`src/rtl/core_map.svh`:
```
// Purpose: Offsets, field positions, reset values and counts for the core
// Assumes: Included by its bare name from every design file that needs it
// Notes: Definitions only
`ifndef CORE_MAP_SVH
`define CORE_MAP_SVH

// =====================================================================
// Register offsets (byte addresses)
`define INSTR_OFS 12'h000
`define STATUS_OFS 12'h004
`define ACC_OFS 12'h008
`define PC_OFS 12'h00C
`define GUARD_OFS 12'h010
`define STACK_OFS 12'h014
`define WAKE_OFS 12'h018
`define FILE_REGION 3'h1

// =====================================================================
// Command word fields
`define INSTR_OP_MSB 19
`define INSTR_OP_LSB 16
`define INSTR_TSEL_BIT 15
`define INSTR_IDX_MSB 14
`define INSTR_IDX_LSB 8
`define INSTR_IMM_MSB 7
`define INSTR_IMM_LSB 0

// =====================================================================
// Status bit positions
`define ST_CARRY 0
`define ST_NIBBLE 1
`define ST_NULL 2
`define ST_PWRDN 3
`define ST_EXPIRY 4
`define ST_IRQ_ALLOW 5
`define ST_SLEEP 6
`define ST_BUSY 7

// =====================================================================
// Reset values and counts
`define ACC_RST 8'h00
`define PC_RST 13'h0000
`define PWRDN_RST 1'h1
`define EXPIRY_RST 1'h1
`define IRQ_ALLOW_RST 1'h0
`define GUARD_CLR 8'h00
`define ONE_CYCLE_BUSY 1'h0
`define TWO_CYCLE_BUSY 1'h1
`define FILE_DEPTH 128
`define STACK_DEPTH 8

`endif

```
`src/rtl/core_pkg.sv`:
```
// Purpose: Types shared by the core files
// Assumes: Nothing beyond the language
// Notes: Operation codes follow declaration order starting at zero
package core_pkg;

    typedef enum logic [3:0] {
        idle_op,
        register_move_op,
        load_literal_op,
        store_accumulator_op,
        interrupt_return_op,
        literal_return_op,
        rotate_left_op,
        power_down_op,
        subroutine_return_op,
        literal_minus_acc_op
    } op_t;

    typedef logic [7:0] byte_t;
    typedef logic [12:0] addr_t;

endpackage

```
`src/rtl/cpu_move_return_sleep_ops.sv`:
```
// Purpose: Execute move, return, rotate, power-down and subtract operations
// Assumes: APB master; one command word executes per INSTR write made outside the low-power state
// Notes: Two-cycle operations set busy for the one cycle that pready is high, so no INSTR write stalls
//
// Function
// - Register move copies file entry to accumulator or back to itself.
// - Register move sets result_null_flag from the moved value.
// - Load literal puts immediate into accumulator, flags untouched.
// - Interrupt return loads PC from stack head and sets global_irq_allow.
// - Store accumulator writes accumulator to file entry, flags untouched.
// - Literal return loads accumulator with the immediate byte.
// - Literal return reloads PC from stack head, takes two cycles.
// - Rotate left through bit_out_flag into accumulator or file entry.
// - Power-down clears power_down_bit.
// - Power-down sets timer_expiry_bit.
// - Power-down clears guard_timer count and its prescaler.
// - Power-down enters low-power state with oscillator halted.
// - Subroutine return pops stack into PC, takes two cycles.
// - Literal minus accumulator into accumulator, updating three flags.
//
// Added by the designer: the APB register port and the register addresses.
`include "core_map.svh"
module cpu_move_return_sleep_ops
    import core_pkg::*;
(
    input wire logic pclk,
    input wire logic presetn,
    input wire logic psel,
    input wire logic penable,
    input wire logic pwrite,
    input wire logic [11:0] paddr,
    input wire logic [31:0] pwdata,
    output logic [31:0] prdata,
    output logic pready,
    output logic pslverr,
    output logic osc_run,
    output logic low_power
);

    // =================================================================
    // State
    byte_t acc_ff, nxt_acc;
    addr_t pc_ff, nxt_pc;
    logic carry_ff, nxt_carry;
    logic nibble_ff, nxt_nibble;
    logic null_ff, nxt_null;
    logic pwrdn_ff, nxt_pwrdn;
    logic expiry_ff, nxt_expiry;
    logic irq_allow_ff, nxt_irq_allow;
    logic sleep_ff, nxt_sleep;
    logic osc_ff, nxt_osc;
    logic busy_ff, nxt_busy;
    byte_t guard_cnt_ff, nxt_guard_cnt;
    byte_t guard_pre_ff, nxt_guard_pre;
    logic [31:0] prdata_ff, nxt_prdata;
    logic pready_ff, nxt_pready;
    logic pslverr_ff, nxt_pslverr;

    // =================================================================
    // Bus decode
    logic access;
    logic wr;
    logic hit_instr;
    logic hit_file;
    logic mapped;
    logic stall;
    logic exec;
    op_t op;
    logic tsel;
    logic [6:0] idx;
    byte_t imm;

    assign access = psel & penable & ~pready_ff;
    assign wr = access & pwrite;
    assign hit_instr = (paddr == `INSTR_OFS);
    assign hit_file = (paddr[11:9] == `FILE_REGION);
    assign mapped = hit_instr | hit_file | (paddr == `STATUS_OFS)
        | (paddr == `ACC_OFS) | (paddr == `PC_OFS)
        | (paddr == `GUARD_OFS) | (paddr == `STACK_OFS)
        | (paddr == `WAKE_OFS);
    assign stall = hit_instr & pwrite & busy_ff;
    assign exec = wr & hit_instr & ~busy_ff & ~sleep_ff;
    assign op = op_t'(pwdata[`INSTR_OP_MSB:`INSTR_OP_LSB]);
    assign tsel = pwdata[`INSTR_TSEL_BIT];
    assign idx = pwdata[`INSTR_IDX_MSB:`INSTR_IDX_LSB];
    assign imm = pwdata[`INSTR_IMM_MSB:`INSTR_IMM_LSB];

    // =================================================================
    // File registers and return stack
    logic fr_we;
    logic [6:0] fr_widx;
    byte_t fr_wdata;
    byte_t fr_op;
    byte_t fr_bus;
    logic stk_push;
    logic stk_pop;
    addr_t stk_head;

    file_regs u_file_regs (
        .pclk(pclk),
        .presetn(presetn),
        .we(fr_we),
        .widx(fr_widx),
        .wdata(fr_wdata),
        .ridx_a(idx),
        .rdata_a(fr_op),
        .ridx_b(paddr[8:2]),
        .rdata_b(fr_bus)
    );

    return_stack u_return_stack (
        .pclk(pclk),
        .presetn(presetn),
        .push(stk_push),
        .pop(stk_pop),
        .push_data(pwdata[12:0]),
        .head(stk_head)
    );

    // =================================================================
    // Arithmetic
    logic [8:0] diff;
    logic [4:0] diff_lo;
    byte_t rot;

    assign diff = {1'h0, imm} + {1'h0, ~acc_ff} + 9'h001;
    assign diff_lo = {1'h0, imm[3:0]} + {1'h0, ~acc_ff[3:0]} + 5'h01;
    assign rot = {fr_op[6:0], carry_ff};

    // =================================================================
    // Core next state
    always_comb begin
        nxt_acc = acc_ff;
        nxt_pc = pc_ff;
        nxt_carry = carry_ff;
        nxt_nibble = nibble_ff;
        nxt_null = null_ff;
        nxt_pwrdn = pwrdn_ff;
        nxt_expiry = expiry_ff;
        nxt_irq_allow = irq_allow_ff;
        nxt_sleep = sleep_ff;
        nxt_busy = `ONE_CYCLE_BUSY;
        nxt_guard_cnt = guard_cnt_ff;
        nxt_guard_pre = guard_pre_ff;
        fr_we = 1'h0;
        fr_widx = idx;
        fr_wdata = fr_op;
        stk_push = 1'h0;
        stk_pop = 1'h0;
        if (!sleep_ff) begin
            nxt_guard_pre = guard_pre_ff + 8'h01;
            if (guard_pre_ff == 8'hFF) begin
                nxt_guard_cnt = guard_cnt_ff + 8'h01;
            end
        end
        if (exec) begin
            nxt_pc = pc_ff + 13'h0001;
            case (op)
                register_move_op: begin
                    nxt_null = (fr_op == 8'h00);
                    if (tsel) begin
                        fr_we = 1'h1;
                    end else begin
                        nxt_acc = fr_op;
                    end
                end
                load_literal_op: begin
                    nxt_acc = imm;
                end
                store_accumulator_op: begin
                    fr_we = 1'h1;
                    fr_wdata = acc_ff;
                end
                interrupt_return_op: begin
                    nxt_pc = stk_head;
                    nxt_irq_allow = 1'h1;
                    stk_pop = 1'h1;
                    nxt_busy = `TWO_CYCLE_BUSY;
                end
                literal_return_op: begin
                    nxt_acc = imm;
                    nxt_pc = stk_head;
                    stk_pop = 1'h1;
                    nxt_busy = `TWO_CYCLE_BUSY;
                end
                rotate_left_op: begin
                    nxt_carry = fr_op[7];
                    if (tsel) begin
                        fr_we = 1'h1;
                        fr_wdata = rot;
                    end else begin
                        nxt_acc = rot;
                    end
                end
                power_down_op: begin
                    nxt_pwrdn = 1'h0;
                    nxt_expiry = 1'h1;
                    nxt_guard_cnt = `GUARD_CLR;
                    nxt_guard_pre = `GUARD_CLR;
                    nxt_sleep = 1'h1;
                end
                subroutine_return_op: begin
                    stk_pop = 1'h1;
                    nxt_pc = stk_head;
                    nxt_busy = `TWO_CYCLE_BUSY;
                end
                literal_minus_acc_op: begin
                    nxt_acc = diff[7:0];
                    nxt_carry = diff[8];
                    nxt_nibble = diff_lo[4];
                    nxt_null = (diff[7:0] == 8'h00);
                end
                default: begin
                    nxt_pc = pc_ff + 13'h0001;
                end
            endcase
        end else if (wr) begin
            if (hit_file) begin
                fr_we = 1'h1;
                fr_widx = paddr[8:2];
                fr_wdata = pwdata[7:0];
            end
            case (paddr)
                `STATUS_OFS: begin
                    nxt_carry = pwdata[`ST_CARRY];
                    nxt_nibble = pwdata[`ST_NIBBLE];
                    nxt_null = pwdata[`ST_NULL];
                    nxt_irq_allow = pwdata[`ST_IRQ_ALLOW];
                end
                `ACC_OFS: nxt_acc = pwdata[7:0];
                `PC_OFS: nxt_pc = pwdata[12:0];
                `GUARD_OFS: begin
                    nxt_guard_cnt = `GUARD_CLR;
                    nxt_guard_pre = `GUARD_CLR;
                end
                `STACK_OFS: stk_push = 1'h1;
                `WAKE_OFS: begin
                    if (pwdata[0]) begin
                        nxt_sleep = 1'h0;
                    end
                end
                default: begin
                end
            endcase
        end
        nxt_osc = ~nxt_sleep;
    end

    always_ff @(posedge pclk or negedge presetn) begin
        if (!presetn) begin
            acc_ff <= `ACC_RST;
            pc_ff <= `PC_RST;
            carry_ff <= 1'h0;
            nibble_ff <= 1'h0;
            null_ff <= 1'h0;
            pwrdn_ff <= `PWRDN_RST;
            expiry_ff <= `EXPIRY_RST;
            irq_allow_ff <= `IRQ_ALLOW_RST;
            sleep_ff <= 1'h0;
            osc_ff <= 1'h1;
            busy_ff <= `ONE_CYCLE_BUSY;
            guard_cnt_ff <= `GUARD_CLR;
            guard_pre_ff <= `GUARD_CLR;
        end else begin
            acc_ff <= nxt_acc;
            pc_ff <= nxt_pc;
            carry_ff <= nxt_carry;
            nibble_ff <= nxt_nibble;
            null_ff <= nxt_null;
            pwrdn_ff <= nxt_pwrdn;
            expiry_ff <= nxt_expiry;
            irq_allow_ff <= nxt_irq_allow;
            sleep_ff <= nxt_sleep;
            osc_ff <= nxt_osc;
            busy_ff <= nxt_busy;
            guard_cnt_ff <= nxt_guard_cnt;
            guard_pre_ff <= nxt_guard_pre;
        end
    end

    // =================================================================
    // Bus answer
    always_comb begin
        nxt_pready = 1'h0;
        nxt_pslverr = 1'h0;
        nxt_prdata = 32'h00000000;
        if (access && !stall) begin
            nxt_pready = 1'h1;
            nxt_pslverr = ~mapped | (hit_instr & pwrite & sleep_ff);
            if (!pwrite) begin
                if (hit_file) begin
                    nxt_prdata = {24'h000000, fr_bus};
                end
                case (paddr)
                    `STATUS_OFS: nxt_prdata = {24'h000000, busy_ff,
                        sleep_ff, irq_allow_ff, expiry_ff, pwrdn_ff, null_ff,
                        nibble_ff, carry_ff};
                    `ACC_OFS: nxt_prdata = {24'h000000, acc_ff};
                    `PC_OFS: nxt_prdata = {19'h00000, pc_ff};
                    `GUARD_OFS: nxt_prdata = {16'h0000, guard_pre_ff,
                        guard_cnt_ff};
                    `STACK_OFS: nxt_prdata = {19'h00000, stk_head};
                    default: begin
                    end
                endcase
            end
        end
    end

    always_ff @(posedge pclk or negedge presetn) begin
        if (!presetn) begin
            prdata_ff <= 32'h00000000;
            pready_ff <= 1'h0;
            pslverr_ff <= 1'h0;
        end else begin
            prdata_ff <= nxt_prdata;
            pready_ff <= nxt_pready;
            pslverr_ff <= nxt_pslverr;
        end
    end

    assign prdata = prdata_ff;
    assign pready = pready_ff;
    assign pslverr = pslverr_ff;
    assign osc_run = osc_ff;
    assign low_power = sleep_ff;

endmodule

```
`src/rtl/file_regs.sv`:
```
// Purpose: 128-entry file register array with one write and two read ports
// Assumes: One write per clock at most
// Notes: Reads are combinational by index
`include "core_map.svh"
module file_regs
    import core_pkg::*;
(
    input wire logic pclk,
    input wire logic presetn,
    input wire logic we,
    input wire logic [6:0] widx,
    input wire byte_t wdata,
    input wire logic [6:0] ridx_a,
    output byte_t rdata_a,
    input wire logic [6:0] ridx_b,
    output byte_t rdata_b
);

    byte_t mem_ff [`FILE_DEPTH];

    // =================================================================
    // Storage
    genvar i;
    generate
        for (i = 0; i < `FILE_DEPTH; i++) begin : g_entry
            byte_t nxt_mem;
            always_comb begin
                nxt_mem = mem_ff[i];
                if (we && widx == 7'(i)) begin
                    nxt_mem = wdata;
                end
            end
            always_ff @(posedge pclk or negedge presetn) begin
                if (!presetn) begin
                    mem_ff[i] <= 8'h00;
                end else begin
                    mem_ff[i] <= nxt_mem;
                end
            end
        end
    endgenerate

    assign rdata_a = mem_ff[ridx_a];
    assign rdata_b = mem_ff[ridx_b];

endmodule

```
`src/rtl/return_stack.sv`:
```
// Purpose: Circular return-address stack
// Assumes: Push and pop never in the same cycle
// Notes: Overflow wraps and overwrites the oldest entry
`include "core_map.svh"
module return_stack
    import core_pkg::*;
(
    input wire logic pclk,
    input wire logic presetn,
    input wire logic push,
    input wire logic pop,
    input wire addr_t push_data,
    output addr_t head
);

    addr_t entry_ff [`STACK_DEPTH];
    logic [2:0] ptr_ff;
    logic [2:0] nxt_ptr;

    // =================================================================
    // Pointer
    always_comb begin
        nxt_ptr = ptr_ff;
        if (push) begin
            nxt_ptr = ptr_ff + 3'h1;
        end else if (pop) begin
            nxt_ptr = ptr_ff - 3'h1;
        end
    end

    always_ff @(posedge pclk or negedge presetn) begin
        if (!presetn) begin
            ptr_ff <= 3'h0;
        end else begin
            ptr_ff <= nxt_ptr;
        end
    end

    // =================================================================
    // Entries
    genvar i;
    generate
        for (i = 0; i < `STACK_DEPTH; i++) begin : g_slot
            addr_t nxt_entry;
            always_comb begin
                nxt_entry = entry_ff[i];
                if (push && ptr_ff == 3'(i)) begin
                    nxt_entry = push_data;
                end
            end
            always_ff @(posedge pclk or negedge presetn) begin
                if (!presetn) begin
                    entry_ff[i] <= 13'h0000;
                end else begin
                    entry_ff[i] <= nxt_entry;
                end
            end
        end
    endgenerate

    assign head = entry_ff[ptr_ff - 3'h1];

endmodule

```
`config.mk`:
```
export PLATFORM = sky130hd
export DESIGN_NAME = cpu_move_return_sleep_ops
export DESIGN_NICKNAME = d
export VERILOG_FILES = /design/src/rtl/core_pkg.sv /design/src/rtl/cpu_move_return_sleep_ops.sv /design/src/rtl/file_regs.sv /design/src/rtl/return_stack.sv
export VERILOG_INCLUDE_DIRS = /design/src /design/src/rtl
export SDC_FILE = /design/constraint.sdc
export NUM_CORES = 2
export LEC_CHECK = 0
export BUFFER_PORTS_ARGS = -buffer_cell sky130_fd_sc_hd__buf_2
export CAP_MARGIN = 20
export CORE_UTILIZATION = 44
export CTS_CLUSTER_SIZE = 14
export DETAILED_ROUTE_END_ITERATION = 6
export GPL_TIMING_DRIVEN = 0
export PLACE_DENSITY = 0.66
export SKIP_CTS_REPAIR_TIMING = 1
export SYNTH_ARGS = -nofsm -noshare
export SYNTH_HDL_FRONTEND = slang
export SYNTH_SLANG_ARGS = --single-unit
export TNS_END_PERCENT = 10
```
`constraint.sdc`:
```
create_clock -name pclk -period 8.8 [get_ports pclk]
set_input_delay 0 -clock pclk [delete_from_list [all_inputs] [get_ports pclk]]
set_output_delay 0 -clock pclk [all_outputs]
set_load 0.005 [all_outputs]
```
==> flow_summary.ini <==
[status]
outcome = complete, but fails checks
violations = negative hold slack

[detailed_routing]
met1Wirelength_um = 111000
drtPass1Iterations = 6
vias = 55100
dr_wl_met3_um = 47400
wl_per_cell_um = 40.4
antenna_left = 0
drc_errors = 0
wl_met2_um = 128000
drt_wl_total_um = 317000
first_iter_violations = 9369
highest_layer = met5
viasPerCell = 7.02

[flow_run]
maxCapViolations = 0

[critical_path]
crit_path_frequent_cell = buf_2
rrSetupSlack_ps = 3450
cp_slowest_cell = clkbuf_2
r2r_end = u_file_regs.mem_ff[826]
required_ps = 9430
critPathLaunchType = input pin
cpPeakStageDelay_ps = 910
path_cells = buf_2 -> buf_2 -> buf_2 -> buf_2 -> clkbuf_2 -> nor2_1 -> a22oi_1 -> a41oi_1 -> nor4_4 -> o2bb2ai_1 -> a21o_1 -> buf_2 -> clkbuf_1 -> o21ai_0
crit_end = u_file_regs.mem_ff[763]
path_max_fanout = 10
crit_type = input pin to flip-flop
crit_cells = 14
cp_top_family = buffers and inverters
crit-reg2reg-launch = u_file_regs.mem_ff[978]
r2r_cells = 10
critPathLaunch = pwdata[9]
end_kind = flip-flop
path_buf_inv = 7
cp_data_arrival_time_ps = 7300

[sta]
finalCritPeriodShare = 0.758
rsz0062_at_grt = false
drv_slew = 0
whs_ps = -52.1
setup_viol = 0
fin_crit_ps = 6670
worstMarginPinSlew_ps = 1300
fmaxAchievable_ghz = 0.150
finalHoldViolCount = 1
tns_ps = 0
final.setup_skew_ps = 59.2
slew_headroom = 0.128

[synthesis]
netlist_area_um2 = 62600
synth-edff-count = 0
synth.distinct_cells = 81
synth_flop_cell = dfrtp_1
ys.warnings.count = 0
synth_fa_ha_area_frac = 0.00391
synthArstFlopShare = 1.00
synthXorXnorAreaFrac = 0.00391
yosys.area_share.simple = 0.105
syn_inst = 5532
synth_top_family_by_area = multiplexers
avgSynthCellArea_um2 = 11.3
synth_compound_area_frac = 0.126
yosys-mux-area-fraction = 0.246
ys_seq_elements = 1194
yosysSeqAreaShare = 0.477

[power_and_ir_drop]
power.density_nw_per_um2 = 182
ir_drop_v = 0.000157
power_leakage_uw = 0.0298

[clocking]
h-tree-depth = 4
cts_max_path_buffers = 3
clk_latency_ps = 850
clock-root-buffer = clkbuf_16
cts_tree = yes
clkTransAtPathRegs_ps = 50
clkSinkCount = 1194
cts_inserted_buffers = 137

[global_route]
grt_max_degree = 174
overflow = 0
antenna_found_initial = 26
track_usage = 0.443
grt_pass1_wl_um = 429000
grt_pass1_vias = 51400

[final_layout]
syn_to_final_growth_pct = 14.6
nNetsFinal = 5902
drive_gt1_frac = 0.212
instances_no_fill = 7855
fin_util = 0.508

[placed_design]
gp_congestion = 1.12
dp_cells = 7556
hpwlAfterDp_um = 232000
io_buffers = 48

[floorplan]
coreArea_um2 = 141000
fp.dieH_um = 379
die_area_um2 = 144000
start_util = 0.443
std_cell_rows = 138
fp.dieW_um = 379
boundaryPins = 85

[worst_hold_path]
hp-class = input pin to flip-flop
[report_power, final]
| group | internal [uW] | leakage [uW] | total, uW | switching (uW) |
|---|---|---|---|---|
| sequential | 5510 | 0.0166 | 5540 | 27.5 |
| clock | 3620 | 0.00239 | 6240 | 2620 |
| combinational | 298 | 0.0107 | 1310 | 1010 |
| total | 9440 | 0.0298 | 13100 | 3660 |
[layout make-up]
class,count,area [um2]
fillers,12600,69600
multi-input cells,3837,30400
flip-flops and latches,1194,29900
clock buffers,184,3900
well taps,1890,2360
plain buffers,485,2340
repair buffers,148,1750
clock inverters,66,966
inverters,31,116
diodes,20,50.0
[cells by family after synthesis]
group / count (synthesis)
AOI/OAI and AO/OA: 1386
adders and majority gates: 19
buffers and inverters: 516
other: 1
and+or+nand+nor: 1605
muxes: 783
DFF: 1194
xor gates and xnor gates: 28
[how the worst min path moves through the flow]
| stage | start | slack (ps) | depth (start not counted) | to |
|---|---|---|---|---|
| finish | pwdata[17] | -50 | 5 | irq_allow_ff |
| global route | pwdata[6] | 30 | 3 | u_return_stack.entry_ff[19] |
| CTS | presetn | -810 | 1 | u_file_regs.mem_ff[968] |
| detailed placement | presetn | 50 | 1 | u_file_regs.mem_ff[394] |
| global placement | pwrite | 310 | 2 | pready |
| floorplan | presetn | -300 | 0 | acc_ff[0] |
[per-stage QoR]
step	hold slack, ps	setup WS (ps)	area [um2]	power (uW)
4_1_cts	-808	2960	71400	13000
3_5_place_dp	47.6	2110	66600	6850
5_1_grt	26.9	2550	71800	13300
3_3_place_gp	315	-19080	65300	6800
6_report	-52.1	2130	71800	13100
2_1_floorplan	-296	5150	62700	6130
[registers in the layout, summed over array words and instances (netlist names), 3 cells and up]
register	count
pc_ff	13
acc_ff	8
guard_cnt_ff	8
u_return_stack.entry_ff	104
guard_pre_ff	8
u_file_regs.mem_ff	1024
u_return_stack.ptr_ff	3
prdata	16
[cell usage in the layout (no fill, tap or decap), types with 39 or more instances in the layout]
| master | count |
|---|---|
| buf_2 | 139 |
| mux2_2 | 89 |
| buf_8 | 42 |
| nand3_1 | 45 |
| clkbuf_16 | 138 |
| clkbuf_1 | 290 |
| nor2_1 | 122 |
| a21oi_1 | 57 |
| buf_4 | 40 |
| mux2i_1 | 98 |
| dfrtp_1 | 1192 |
| o21ai_0 | 780 |
| o31ai_1 | 132 |
| o21ai_1 | 192 |
| a22oi_1 | 71 |
| buf_6 | 39 |
| mux4_2 | 596 |
| nand2_1 | 1296 |
[cell usage after synthesis, drive strengths merged (6+ instances only)]
cell type | count | area (um2)
and3 | 16 | 100
xor2 | 18 | 158
a31oi | 16 | 106
nor4 | 10 | 103
a211oi | 14 | 110
mux2i | 98 | 981
mux4 | 596 | 13400
nand2b | 13 | 81.3
nand4 | 9 | 56.3
o21a | 6 | 45.0
inv | 30 | 113
xnor2 | 10 | 87.6
ha | 18 | 225
a22oi | 71 | 533
nand2 | 1296 | 4860
o31ai | 132 | 991
nand3 | 45 | 225
buf | 192 | 1200
a221oi | 16 | 146
nor2 | 122 | 458
and2 | 7 | 43.8
mux2 | 89 | 1000
clkbuf | 293 | 1110
o22ai | 31 | 194
o211ai | 12 | 90.1
nor3 | 32 | 221
nor2b | 21 | 131
dfrtp | 1192 | 29800
a21oi | 57 | 285
o21ai | 972 | 4860
a222oi | 13 | 130
[metal layers]
metal	vias to the layer above	global-route usage
met2	4808	0.600
met3	1332	0.203
li1	21000	-
met1	27900	0.543
met4	37	0.351
met5	-	0.00755
[worst reg2reg max path, delay by kind of cell, from the launching register on]
family	cells	cell delay, ps
mux	1	480
compound gates	5	1910
flops	1	400
simple gates	2	610
buf+inv	2	1770
No activity file was read; power rests on OpenSTA's default activity.
